`src/shared/attr_remap_pkg.sv`:
```
// Constants, field layouts and carrier types for the memory attribute remap.
// Assumes one core clock domain and privileged register access via the
// register access port of the remap block.
package attr_remap_pkg;

  // ----------------------------------------------------------------
  // Control register bits
  // ----------------------------------------------------------------
  localparam int unsigned REMAP_ENABLE_BIT = 28;

  // ----------------------------------------------------------------
  // Register selection on the access port
  // ----------------------------------------------------------------
  localparam logic SEL_PRIMARY = 1'b0;
  localparam logic SEL_NORMAL  = 1'b1;

  // ----------------------------------------------------------------
  // Primary type remap layout
  // ----------------------------------------------------------------
  localparam int unsigned NORMAL_SHARE_WHEN_SET   = 19;
  localparam int unsigned NORMAL_SHARE_WHEN_CLEAR = 18;
  localparam int unsigned DEVICE_SHARE_WHEN_SET   = 17;
  localparam int unsigned DEVICE_SHARE_WHEN_CLEAR = 16;
  localparam int unsigned OUTER_FIELD_BASE        = 16;
  localparam logic [31:0] PRIMARY_WRITE_MASK      = 32'h000F_CFFF;
  localparam logic [31:0] PRIMARY_RESET           = 32'h0009_8AA4;

  // ----------------------------------------------------------------
  // Normal cacheability remap layout
  // ----------------------------------------------------------------
  localparam logic [31:0] NORMAL_WRITE_MASK = 32'hCFFF_CFFF;
  localparam logic [31:0] NORMAL_RESET      = 32'h44E0_48E0;

  // ----------------------------------------------------------------
  // Encodings
  // ----------------------------------------------------------------
  localparam logic [1:0] TYPE_STRONG = 2'h0;
  localparam logic [1:0] TYPE_DEVICE = 2'h1;
  localparam logic [1:0] TYPE_NORMAL = 2'h2;
  localparam logic [1:0] CACHE_NONE  = 2'h0;
  localparam logic [1:0] CACHE_WBWA  = 2'h1;
  localparam logic [1:0] CACHE_WT    = 2'h2;
  localparam logic [1:0] CACHE_WBNA  = 2'h3;

  // Index used for the translation-off defaults
  localparam logic [2:0] IDX_STRONG_DEFAULT = 3'h0;
  localparam logic [2:0] IDX_FETCH_DEFAULT  = 3'h7;

  // ----------------------------------------------------------------
  // Carriers
  // ----------------------------------------------------------------
  typedef struct packed {
    logic       valid;
    logic       secure;
    logic       mmu_on;
    logic       tex0;
    logic       cacheable;
    logic       bufferable;
    logic       shareable;
    logic [1:0] mem_type;
    logic [1:0] inner;
    logic [1:0] outer;
  } lookup_req_t;

  typedef struct packed {
    logic       valid;
    logic [1:0] mem_type;
    logic       shareable;
    logic [1:0] inner;
    logic [1:0] outer;
  } lookup_rsp_t;

endpackage

```
`src/hw/attr_remap.sv`:
```
// Memory attribute remap: banked remap registers and three lookup lanes.
// Assumes a privileged register access port driven by the core pipeline and
// lookup requests from fetch, data and table walk in the core clock domain.
`timescale 1ns/1ps
module attr_remap
  import attr_remap_pkg::*;
(
  // Clock and reset
  input  wire logic        clk_i,
  input  wire logic        rst_b_i,
  // Control
  input  wire logic [31:0] system_control_reg_i,
  input  wire logic        icache_en_i,
  input  wire logic        secure_cfg_write_lock_i,
  // Register access port
  input  wire logic        acc_valid_i,
  input  wire logic        acc_write_i,
  input  wire logic        acc_sel_i,
  input  wire logic        acc_secure_i,
  input  wire logic        acc_priv_i,
  input  wire logic [31:0] acc_wdata_i,
  output logic             acc_done_o,
  output logic             acc_undef_o,
  output logic [31:0]      acc_rdata_o,
  // Lookup sources
  input  wire lookup_req_t fetch_req_i,
  input  wire lookup_req_t data_req_i,
  input  wire lookup_req_t walk_req_i,
  output lookup_rsp_t      fetch_rsp_o,
  output lookup_rsp_t      data_rsp_o,
  output lookup_rsp_t      walk_rsp_o
);

  // Index 1 holds the Secure copy, index 0 the Non-secure copy
  logic [31:0] prim_q [2];
  logic [31:0] norm_q [2];
  logic        remap_en;
  logic        allowed;
  logic        bank;

  assign remap_en = system_control_reg_i[REMAP_ENABLE_BIT];
  assign allowed  = acc_priv_i && !(acc_write_i && secure_cfg_write_lock_i);
  assign bank     = acc_secure_i;

  // ----------------------------------------------------------------
  // Remap registers
  // ----------------------------------------------------------------
  // Primary copies, reserved fields never stored
  always_ff @(posedge clk_i) begin
    if (!rst_b_i) begin
      prim_q <= '{default: PRIMARY_RESET};
    end else if (acc_valid_i && acc_write_i && allowed && acc_sel_i == SEL_PRIMARY) begin
      prim_q[bank] <= acc_wdata_i & PRIMARY_WRITE_MASK;
    end
  end

  // Normal copies, index 6 fields never stored
  always_ff @(posedge clk_i) begin
    if (!rst_b_i) begin
      norm_q <= '{default: NORMAL_RESET};
    end else if (acc_valid_i && acc_write_i && allowed && acc_sel_i == SEL_NORMAL) begin
      norm_q[bank] <= acc_wdata_i & NORMAL_WRITE_MASK;
    end
  end

  // ----------------------------------------------------------------
  // Access answer
  // ----------------------------------------------------------------
  // Completion and undefined-instruction flags
  always_ff @(posedge clk_i) begin
    if (!rst_b_i) begin
      acc_done_o  <= 1'b0;
      acc_undef_o <= 1'b0;
    end else begin
      acc_done_o  <= acc_valid_i;
      acc_undef_o <= acc_valid_i && !allowed;
    end
  end

  // Read data, zero when refused or on writes
  always_ff @(posedge clk_i) begin
    if (!rst_b_i) begin
      acc_rdata_o <= 32'h0000_0000;
    end else if (acc_valid_i && !acc_write_i && allowed) begin
      acc_rdata_o <= (acc_sel_i == SEL_NORMAL) ? norm_q[bank] : prim_q[bank];
    end else begin
      acc_rdata_o <= 32'h0000_0000;
    end
  end

  // ----------------------------------------------------------------
  // Lookup lanes
  // ----------------------------------------------------------------
  // Instruction fetch lane
  attr_remap_lane #(
    .IS_FETCH (1'b1)
  ) u_fetch_lane (
    .clk_i       (clk_i),
    .rst_b_i     (rst_b_i),
    .remap_en_i  (remap_en),
    .icache_en_i (icache_en_i),
    .prim_s_i    (prim_q[1]),
    .prim_ns_i   (prim_q[0]),
    .norm_s_i    (norm_q[1]),
    .norm_ns_i   (norm_q[0]),
    .req_i       (fetch_req_i),
    .rsp_o       (fetch_rsp_o)
  );

  // Data access lane
  attr_remap_lane #(
    .IS_FETCH (1'b0)
  ) u_data_lane (
    .clk_i       (clk_i),
    .rst_b_i     (rst_b_i),
    .remap_en_i  (remap_en),
    .icache_en_i (icache_en_i),
    .prim_s_i    (prim_q[1]),
    .prim_ns_i   (prim_q[0]),
    .norm_s_i    (norm_q[1]),
    .norm_ns_i   (norm_q[0]),
    .req_i       (data_req_i),
    .rsp_o       (data_rsp_o)
  );

  // Table walk lane
  attr_remap_lane #(
    .IS_FETCH (1'b0)
  ) u_walk_lane (
    .clk_i       (clk_i),
    .rst_b_i     (rst_b_i),
    .remap_en_i  (remap_en),
    .icache_en_i (icache_en_i),
    .prim_s_i    (prim_q[1]),
    .prim_ns_i   (prim_q[0]),
    .norm_s_i    (norm_q[1]),
    .norm_ns_i   (norm_q[0]),
    .req_i       (walk_req_i),
    .rsp_o       (walk_rsp_o)
  );

  // Helper view of the walk and data requests
  logic [2:0]  w_idx;
  logic [31:0] w_prim;
  logic [31:0] w_norm;
  logic [31:0] d_prim;
  logic        rst_seen_q;

  assign w_idx  = {walk_req_i.tex0, walk_req_i.cacheable, walk_req_i.bufferable};
  assign w_prim = walk_req_i.secure ? prim_q[1] : prim_q[0];
  assign w_norm = walk_req_i.secure ? norm_q[1] : norm_q[0];
  assign d_prim = data_req_i.secure ? prim_q[1] : prim_q[0];

  // Marks the first cycle after reset release
  always_ff @(posedge clk_i) begin
    rst_seen_q <= !rst_b_i;
  end
endmodule // attr_remap

```
`src/hw/attr_remap_lane.sv`:
```
// One lookup lane: turns one source's translation attributes into final ones.
// Assumes the remap register copies are stable flops in the parent.
`timescale 1ns/1ps
module attr_remap_lane
  import attr_remap_pkg::*;
#(
  parameter bit IS_FETCH = 1'b0
) (
  // Clock and reset
  input  wire logic        clk_i,
  input  wire logic        rst_b_i,
  // Control
  input  wire logic        remap_en_i,
  input  wire logic        icache_en_i,
  // Register copies
  input  wire logic [31:0] prim_s_i,
  input  wire logic [31:0] prim_ns_i,
  input  wire logic [31:0] norm_s_i,
  input  wire logic [31:0] norm_ns_i,
  // Lookup
  input  wire lookup_req_t req_i,
  output lookup_rsp_t      rsp_o
);

  logic [2:0]  idx;
  logic [31:0] prim;
  logic [31:0] norm;
  lookup_rsp_t base;
  lookup_rsp_t rsp_d;

  // ----------------------------------------------------------------
  // Attribute formation
  // ----------------------------------------------------------------
  // Defaults when translation is off, else table attributes
  always_comb begin
    prim = req_i.secure ? prim_s_i : prim_ns_i;
    norm = req_i.secure ? norm_s_i : norm_ns_i;
    base.valid = req_i.valid;
    if (!req_i.mmu_on) begin
      if (IS_FETCH && icache_en_i) begin
        idx            = IDX_FETCH_DEFAULT;
        base.mem_type  = TYPE_NORMAL;
        base.shareable = 1'b0;
        base.inner     = CACHE_WBWA;
        base.outer     = CACHE_WBWA;
      end else begin
        idx            = IDX_STRONG_DEFAULT;
        base.mem_type  = TYPE_STRONG;
        base.shareable = 1'b1;
        base.inner     = CACHE_NONE;
        base.outer     = CACHE_NONE;
      end
    end else begin
      idx            = {req_i.tex0, req_i.cacheable, req_i.bufferable};
      base.mem_type  = req_i.mem_type;
      base.shareable = req_i.shareable;
      base.inner     = req_i.inner;
      base.outer     = req_i.outer;
    end
  end

  // ----------------------------------------------------------------
  // Remap stage
  // ----------------------------------------------------------------
  // Overrides attributes while remapping is on
  always_comb begin
    rsp_d = base;
    if (remap_en_i) begin
      rsp_d.mem_type = prim[{idx, 1'b0} +: 2];
      case (rsp_d.mem_type)
        TYPE_NORMAL: rsp_d.shareable = base.shareable ? prim[NORMAL_SHARE_WHEN_SET]
                                                      : prim[NORMAL_SHARE_WHEN_CLEAR];
        TYPE_DEVICE: rsp_d.shareable = base.shareable ? prim[DEVICE_SHARE_WHEN_SET]
                                                      : prim[DEVICE_SHARE_WHEN_CLEAR];
        default:     rsp_d.shareable = 1'b1;
      endcase
      if (rsp_d.mem_type == TYPE_NORMAL) begin
        rsp_d.inner = norm[{idx, 1'b0} +: 2];
        rsp_d.outer = norm[{1'b1, idx, 1'b0} +: 2];
      end else begin
        rsp_d.inner = CACHE_NONE;
        rsp_d.outer = CACHE_NONE;
      end
    end
  end

  // Result register
  always_ff @(posedge clk_i) begin
    if (!rst_b_i) begin
      rsp_o <= '0;
    end else begin
      rsp_o <= rsp_d;
    end
  end

endmodule // attr_remap_lane

```
`config.mk`:
```
export PLATFORM = sky130hd
export DESIGN_NAME = attr_remap
export DESIGN_NICKNAME = d
export VERILOG_FILES = /design/src/shared/attr_remap_pkg.sv /design/src/hw/attr_remap.sv /design/src/hw/attr_remap_lane.sv
export SDC_FILE = /design/constraint.sdc
export NUM_CORES = 1
export LEC_CHECK = 0
export BUFFER_PORTS_ARGS = -buffer_cell sky130_fd_sc_hd__buf_2
export CAP_MARGIN = 25
export CORE_MARGIN = 4
export CORE_UTILIZATION = 37
export DETAILED_ROUTE_END_ITERATION = 16
export PLACE_DENSITY = 0.68
export SYNTH_ARGS = -nofsm -noshare
export SYNTH_HDL_FRONTEND = slang
export SYNTH_HIERARCHICAL = 1
export SYNTH_SLANG_ARGS = --single-unit
```
`constraint.sdc`:
```
create_clock -name clk_i -period 4.3 [get_ports clk_i]
set_input_delay 0.43 -clock clk_i [delete_from_list [all_inputs] [get_ports clk_i]]
set_output_delay 0.43 -clock clk_i [all_outputs]
set_load 0.02 [all_outputs]
```
* Yosys cells after proc, flatten, opt, wreduce, memory -nomap -nowiden
Cells that the tools add are included.
Widths: inputs -> output; s select.
** Storage, ports and cells
- Register bits :: 186
- Latch bits :: 0
- Bits in writable memories :: 0
- Memory bits (read-only) :: 0
- Input bits :: 112
- Output and inout port bits :: 58
- Logic and storage cells :: 95
- Memories kept :: 0
** Cells by class
- Add/sub/neg operators :: 0
- Multiply operators :: 0
- Divide/modulo/power cells :: 0
- Order comparisons :: 2
- Equality and inequality tests :: 6
- Shifts and indexed selects :: 9
- Muxes and demuxes :: 40
- Bitwise operators :: 2
- Reduce and logical (&&, ||, !) cells :: 14
** Operator list (count)
- $mux 32 :: 14
- $shiftx 32x5->2 :: 6
- $bwmux 64 :: 2
- $shiftx 32x6->2 :: 3
- $mux 7 :: 7
- $demux 32 s1 :: 1
- $mux 3 :: 4
- $mux 4 :: 3
- $logic_and 1x1->1 :: 10
- $eq 2x1->1 const B :: 3
- $eq 2x2->1 const B :: 3
- $mux 1 :: 6
- $pmux 1 s2 :: 3
- $logic_not 1->1 :: 3
- $ge 2x2->1 const B :: 1
- $lt 2x1->1 const B :: 1
- $not 1->2 :: 1
- $reduce_and 2->1 :: 1
- $not 1->1 :: 1

* Depth between registers and ports, before layout
- Depth after elaboration :: 6
- Mapped depth :: 13
- Gate-level depth less buffers :: 11

* Hierarchy
The synthesis kept the hierarchy.
** By module, submodules not included
- attr_remap :: times used 1, cells each 452, area each 4899.7 um^2, seq. area each 2442.3 um^2
- attr_remap_lane (u_data_lane ...) :: times used 2, cells each 147, area each 1341.3 um^2, seq. area each 160.2 um^2
- attr_remap_lane (u_fetch_lane) :: times used 1, cells each 126, area each 1352.5 um^2, seq. area each 160.2 um^2

* Least setup slack after synthesis
OpenSTA, ideal clock, no wires.
- Path type :: in2reg
- Start :: input port fetch_req_i[10] in the netlist's numbering
- End :: register u_fetch_lane/rsp_o[2] in the netlist's numbering
- Library setup time :: 126 ps
- Arrival time :: 2466 ps
- Data required time :: 4174 ps
- Setup slack :: 1708 ps
- Cell stages on the path :: 13
- Path buffers :: 2
- Cells stage by stage :: buf_6 > mux2i_4 > buf_4 > mux4_1 > a22o_1 > nor2_4 > inv_1 > ha_1 > nand3_1 > a21oi_1 > o21a_1 > nor4_1 > a31oi_1
** Between the ends
- Longest elaborated chain between the ends :: 5
- Elaborated cells on any way between the ends :: 7
- Classes of those cells :: eq/ne: 1; shift: 2; mux: 4
** Ends and longest elaborated chain
- start, declared :: line attr_remap.sv:26 : input wire lookup_req_t fetch_req_i,
- $mux 3 :: line attr_remap_lane.sv:39 : if (!req_i.mmu_on) begin
- $shiftx 32x5->2 :: line attr_remap_lane.sv:69 : rsp_d.mem_type = prim[{idx, 1'b0} +: 2];
- $eq 2x2->1 :: line attr_remap_lane.sv:77 : if (rsp_d.mem_type == TYPE_NORMAL) begin
- $mux 4 :: line attr_remap_lane.sv:77
- $mux 7 * :: line attr_remap_lane.sv:68 : if (remap_en_i) begin
- end signal, assigned :: line attr_remap_lane.sv:92 : rsp_o <= rsp_d;
- end, declared :: line attr_remap_lane.sv:22 : output lookup_rsp_t rsp_o
Every way passes the cells marked *; elsewhere a longest branch is shown, timed or not.
A chain may end at the register's enable or synchronous reset.

* Worst setup path in the final report
Ends and elaborated chain as after synthesis.

==> flow_summary.yaml <==
run:
  drv_cap: 0
synth:
  yosysSeqAreaShare: 0.327
  synth_top_family_by_area: "multiplexers"
  synth_xor_xnor_area_share: 0
  synth_largest_area_cell: "dfxtp_1"
  yosysMostFrequentCell: "mux2i_1"
  yosys-top-cells-area: "dfxtp_1 33%, mux2i_1 17%, mux4_2 9.6%"
  synth.avg_cell_area_sq_um: 10.2
  yosysTopAreaCellShare: 0.327
  synthTopCellsByCount: "153 x mux2i_1, 146 x dfxtp_1, 101 x nand2_1"
  synth_cell_type_count: 62
  synth-compound-area-share: 0.136
  synth-async-reset-ratio: 0
  syn_inst: 872
  yosys.area_share.simple: 0.131
  synth_adder_area_share: 0.00840
  synthesis.area_sq_um: 8930
  synth_edf_count: 0
  synthFlopType: "dfxtp_1"
  synth_seq_cells: 146
  synthMuxAreaShare: 0.331
  yosys_warnings: 6
finish:
  diodes: 0
  postLayoutCellArea_sq_um: 10400
  regArea_sq_um: 2920
  areaGrowthSynthToFinish_pct: 16.3
  multiInputGateArea_sq_um: 5590
  drive_gt1_frac: 0.247
  finalNetCount: 1124
  n_fill_cell: 2312
placement:
  port_buffers: 130
  placed_cell_area_sq_um: 9800
  place_congestion: 0.940
  dp_hpwl_um: 20200
global_route:
  grtUsageMet1: 0.284
  track_usage: 0.210
  met2_usage: 0.333
  grt_pass1_vias: 7447
  busiest_layer: "met2"
  gr-total-overflow: 0
  grt_max_degree: 56
  met3_usage: 0.0482
  grt_antenna_before_repair: 6
  grt_pass1_wl_um: 43400
power_and_ir_drop:
  power_per_cell_area_nw_per_um2: 325
  max-vdd-ir-drop_uv: 196
  leakage_nw: 4.55
  p_total_mw: 3.37
worst_setup_path:
  crit_type: "input pin to register"
  max_stage_delay_ps: 750
  r2r-start: "prim_q[14]"
  cpMaxStageDelayCell: "mux2i_4"
  cp_data_required_time_ps: 4660
  start_kind: "input pin"
  crit_path_max_fanout: 17
  critPathLaunch: "fetch_req_i[10]"
  end_kind: "register"
  path_cells: "buf_2 -> mux2i_4 -> mux4_2 -> a22oi_2 -> nand3_2 -> inv_1 -> ha_1 -> nand3_1 -> a21oi_1 -> o21a_1 -> o21ai_0 -> a31oi_1"
  arrival_ps: 3550
timing:
  skew_ps: 12.1
  grt_setup_unrepaired: "false"
  fin_crit_sh: 0.743
  setup_viol: 0
  fin_tns_setup_ps: 0
  holdWs_ps: 193
  finalHoldViolations: 0
  clock.fmax_ghz: 0.313
  tightest_slew_ps: 839
  min_period_ps: 3200
  relSlewSlack: 0.440
  drv_slew: 0
cts:
  clkTransAtPathRegs_ps: 70
  cts_hold_buf: 0
  cts-resized-gates: 0
  post-cts-setup-buffers: 0
  htreeDepth: 4
  cts_tree: "yes"
  clock_path_buffers: 2
  clock_latency_ps: 430
  clock_sinks: 146
  cts_root_buf: "clkbuf_16"
  numCtsBuffers: 17
drt:
  route.detailed.drc: 0
  vias: 7600
  wl_per_cell_um: 21.0
  wl_um: 28100
  dr.pass1.iters: 6
  drt-initial-drc-count: 885
  viasPerCell: 5.68
  ant_nets: 0
die:
  die_w_um: 163
  num_rows: 56
  initial_core_util: 0.378
  boundaryPins: 170
  core_area_sq_um: 23600
  dieArea_sq_um: 26700
  die_h_um: 163
status:
  status: "completed"
min_path:
  hp-start: "fetch_req_i[1]"
  hold_path_class: "input pin to register"
-- final cells by class --
cell class,count,area share
multi-input cells,670,0.538
flip-flops and latches,146,0.281
repair buffers,146,0.0763
clock buffers,19,0.0417
well taps,319,0.0384
clock inverters,13,0.0154
inverters,25,0.00903
-- critical path: cells and delay by family --
family / cells / cell delay [ps]
mux: 2 / 1170
buf+inv: 2 / 370
fa+ha+maj: 1 / 190
simple gates: 2 / 430
compound gates: 5 / 960
-- through the flow --
step | utilization | cells | setup WS (ps)
6_report | 0.440 | 1338 | 1100
5_1_grt | 0.440 | 1338 | 969
4_1_cts | 0.440 | 1338 | 1200
3_5_place_dp | 0.415 | 1306 | 756
3_3_place_gp | 0.414 | 1305 | 840
2_1_floorplan | - | 913 | 1710
-- power breakdown --
| group | total [mW] | switching [mW] | internal, mW |
|---|---|---|---|
| combinational | 0.459 | 0.278 | 0.181 |
| sequential | 1.39 | 0.0146 | 1.38 |
| clock | 1.52 | 0.608 | 0.913 |
| total | 3.37 | 0.901 | 2.47 |
-- routing by layer --
metal / part of all wire / wire [um]
met1: 0.42 / 12000
met4: 0.031 / 873
met3: 0.088 / 2470
met2: 0.45 / 12800
met5: 0.0022 / 62
-- kinds of logic after synthesis --
logic type / count (synthesis)
AOI/OAI and AO/OA: 174
adders and majority gates: 6
buffers and inverters: 97
DFF: 146
muxes: 224
other: 1
and+or+nand+nor: 224
-- cells in the final DEF, fill, tap and decap left out, types with 9 or more instances in the layout --
master     count
a21oi_1       18
nand4b_1       9
nor2b_1       50
inv_1         24
buf_2        129
o31ai_1       11
mux2i_1      153
dfxtp_1      146
buf_4         16
o22ai_1       16
mux2_2        18
o21ai_0       38
o211ai_1      17
nor2_1        20
mux4_2        38
conb_1        42
mux4_1        12
clkbuf_16     17
a211oi_1      16
nand2_1      101
-- path summary, 6_finish.rpt --
path | to | slack, ps | cells after the start
max | u_fetch_lane/rsp_o[2] | 1100 | 12
min | u_fetch_lane/rsp_o[1] | 190 | 2
max reg2reg | u_walk_lane/rsp_o[2] | 1560 | 9
min reg2reg | prim_q[35] | 510 | 2
-- state kept, by name, indices dropped and copies added (netlist names) --
name	flops
acc_done_o	1
acc_rdata_o	28
acc_undef_o	1
norm_q	56
prim_q	36
u_data_lane/rsp_o	8
u_fetch_lane/rsp_o	8
u_walk_lane/rsp_o	8
(Power assumes the default switching activity.)
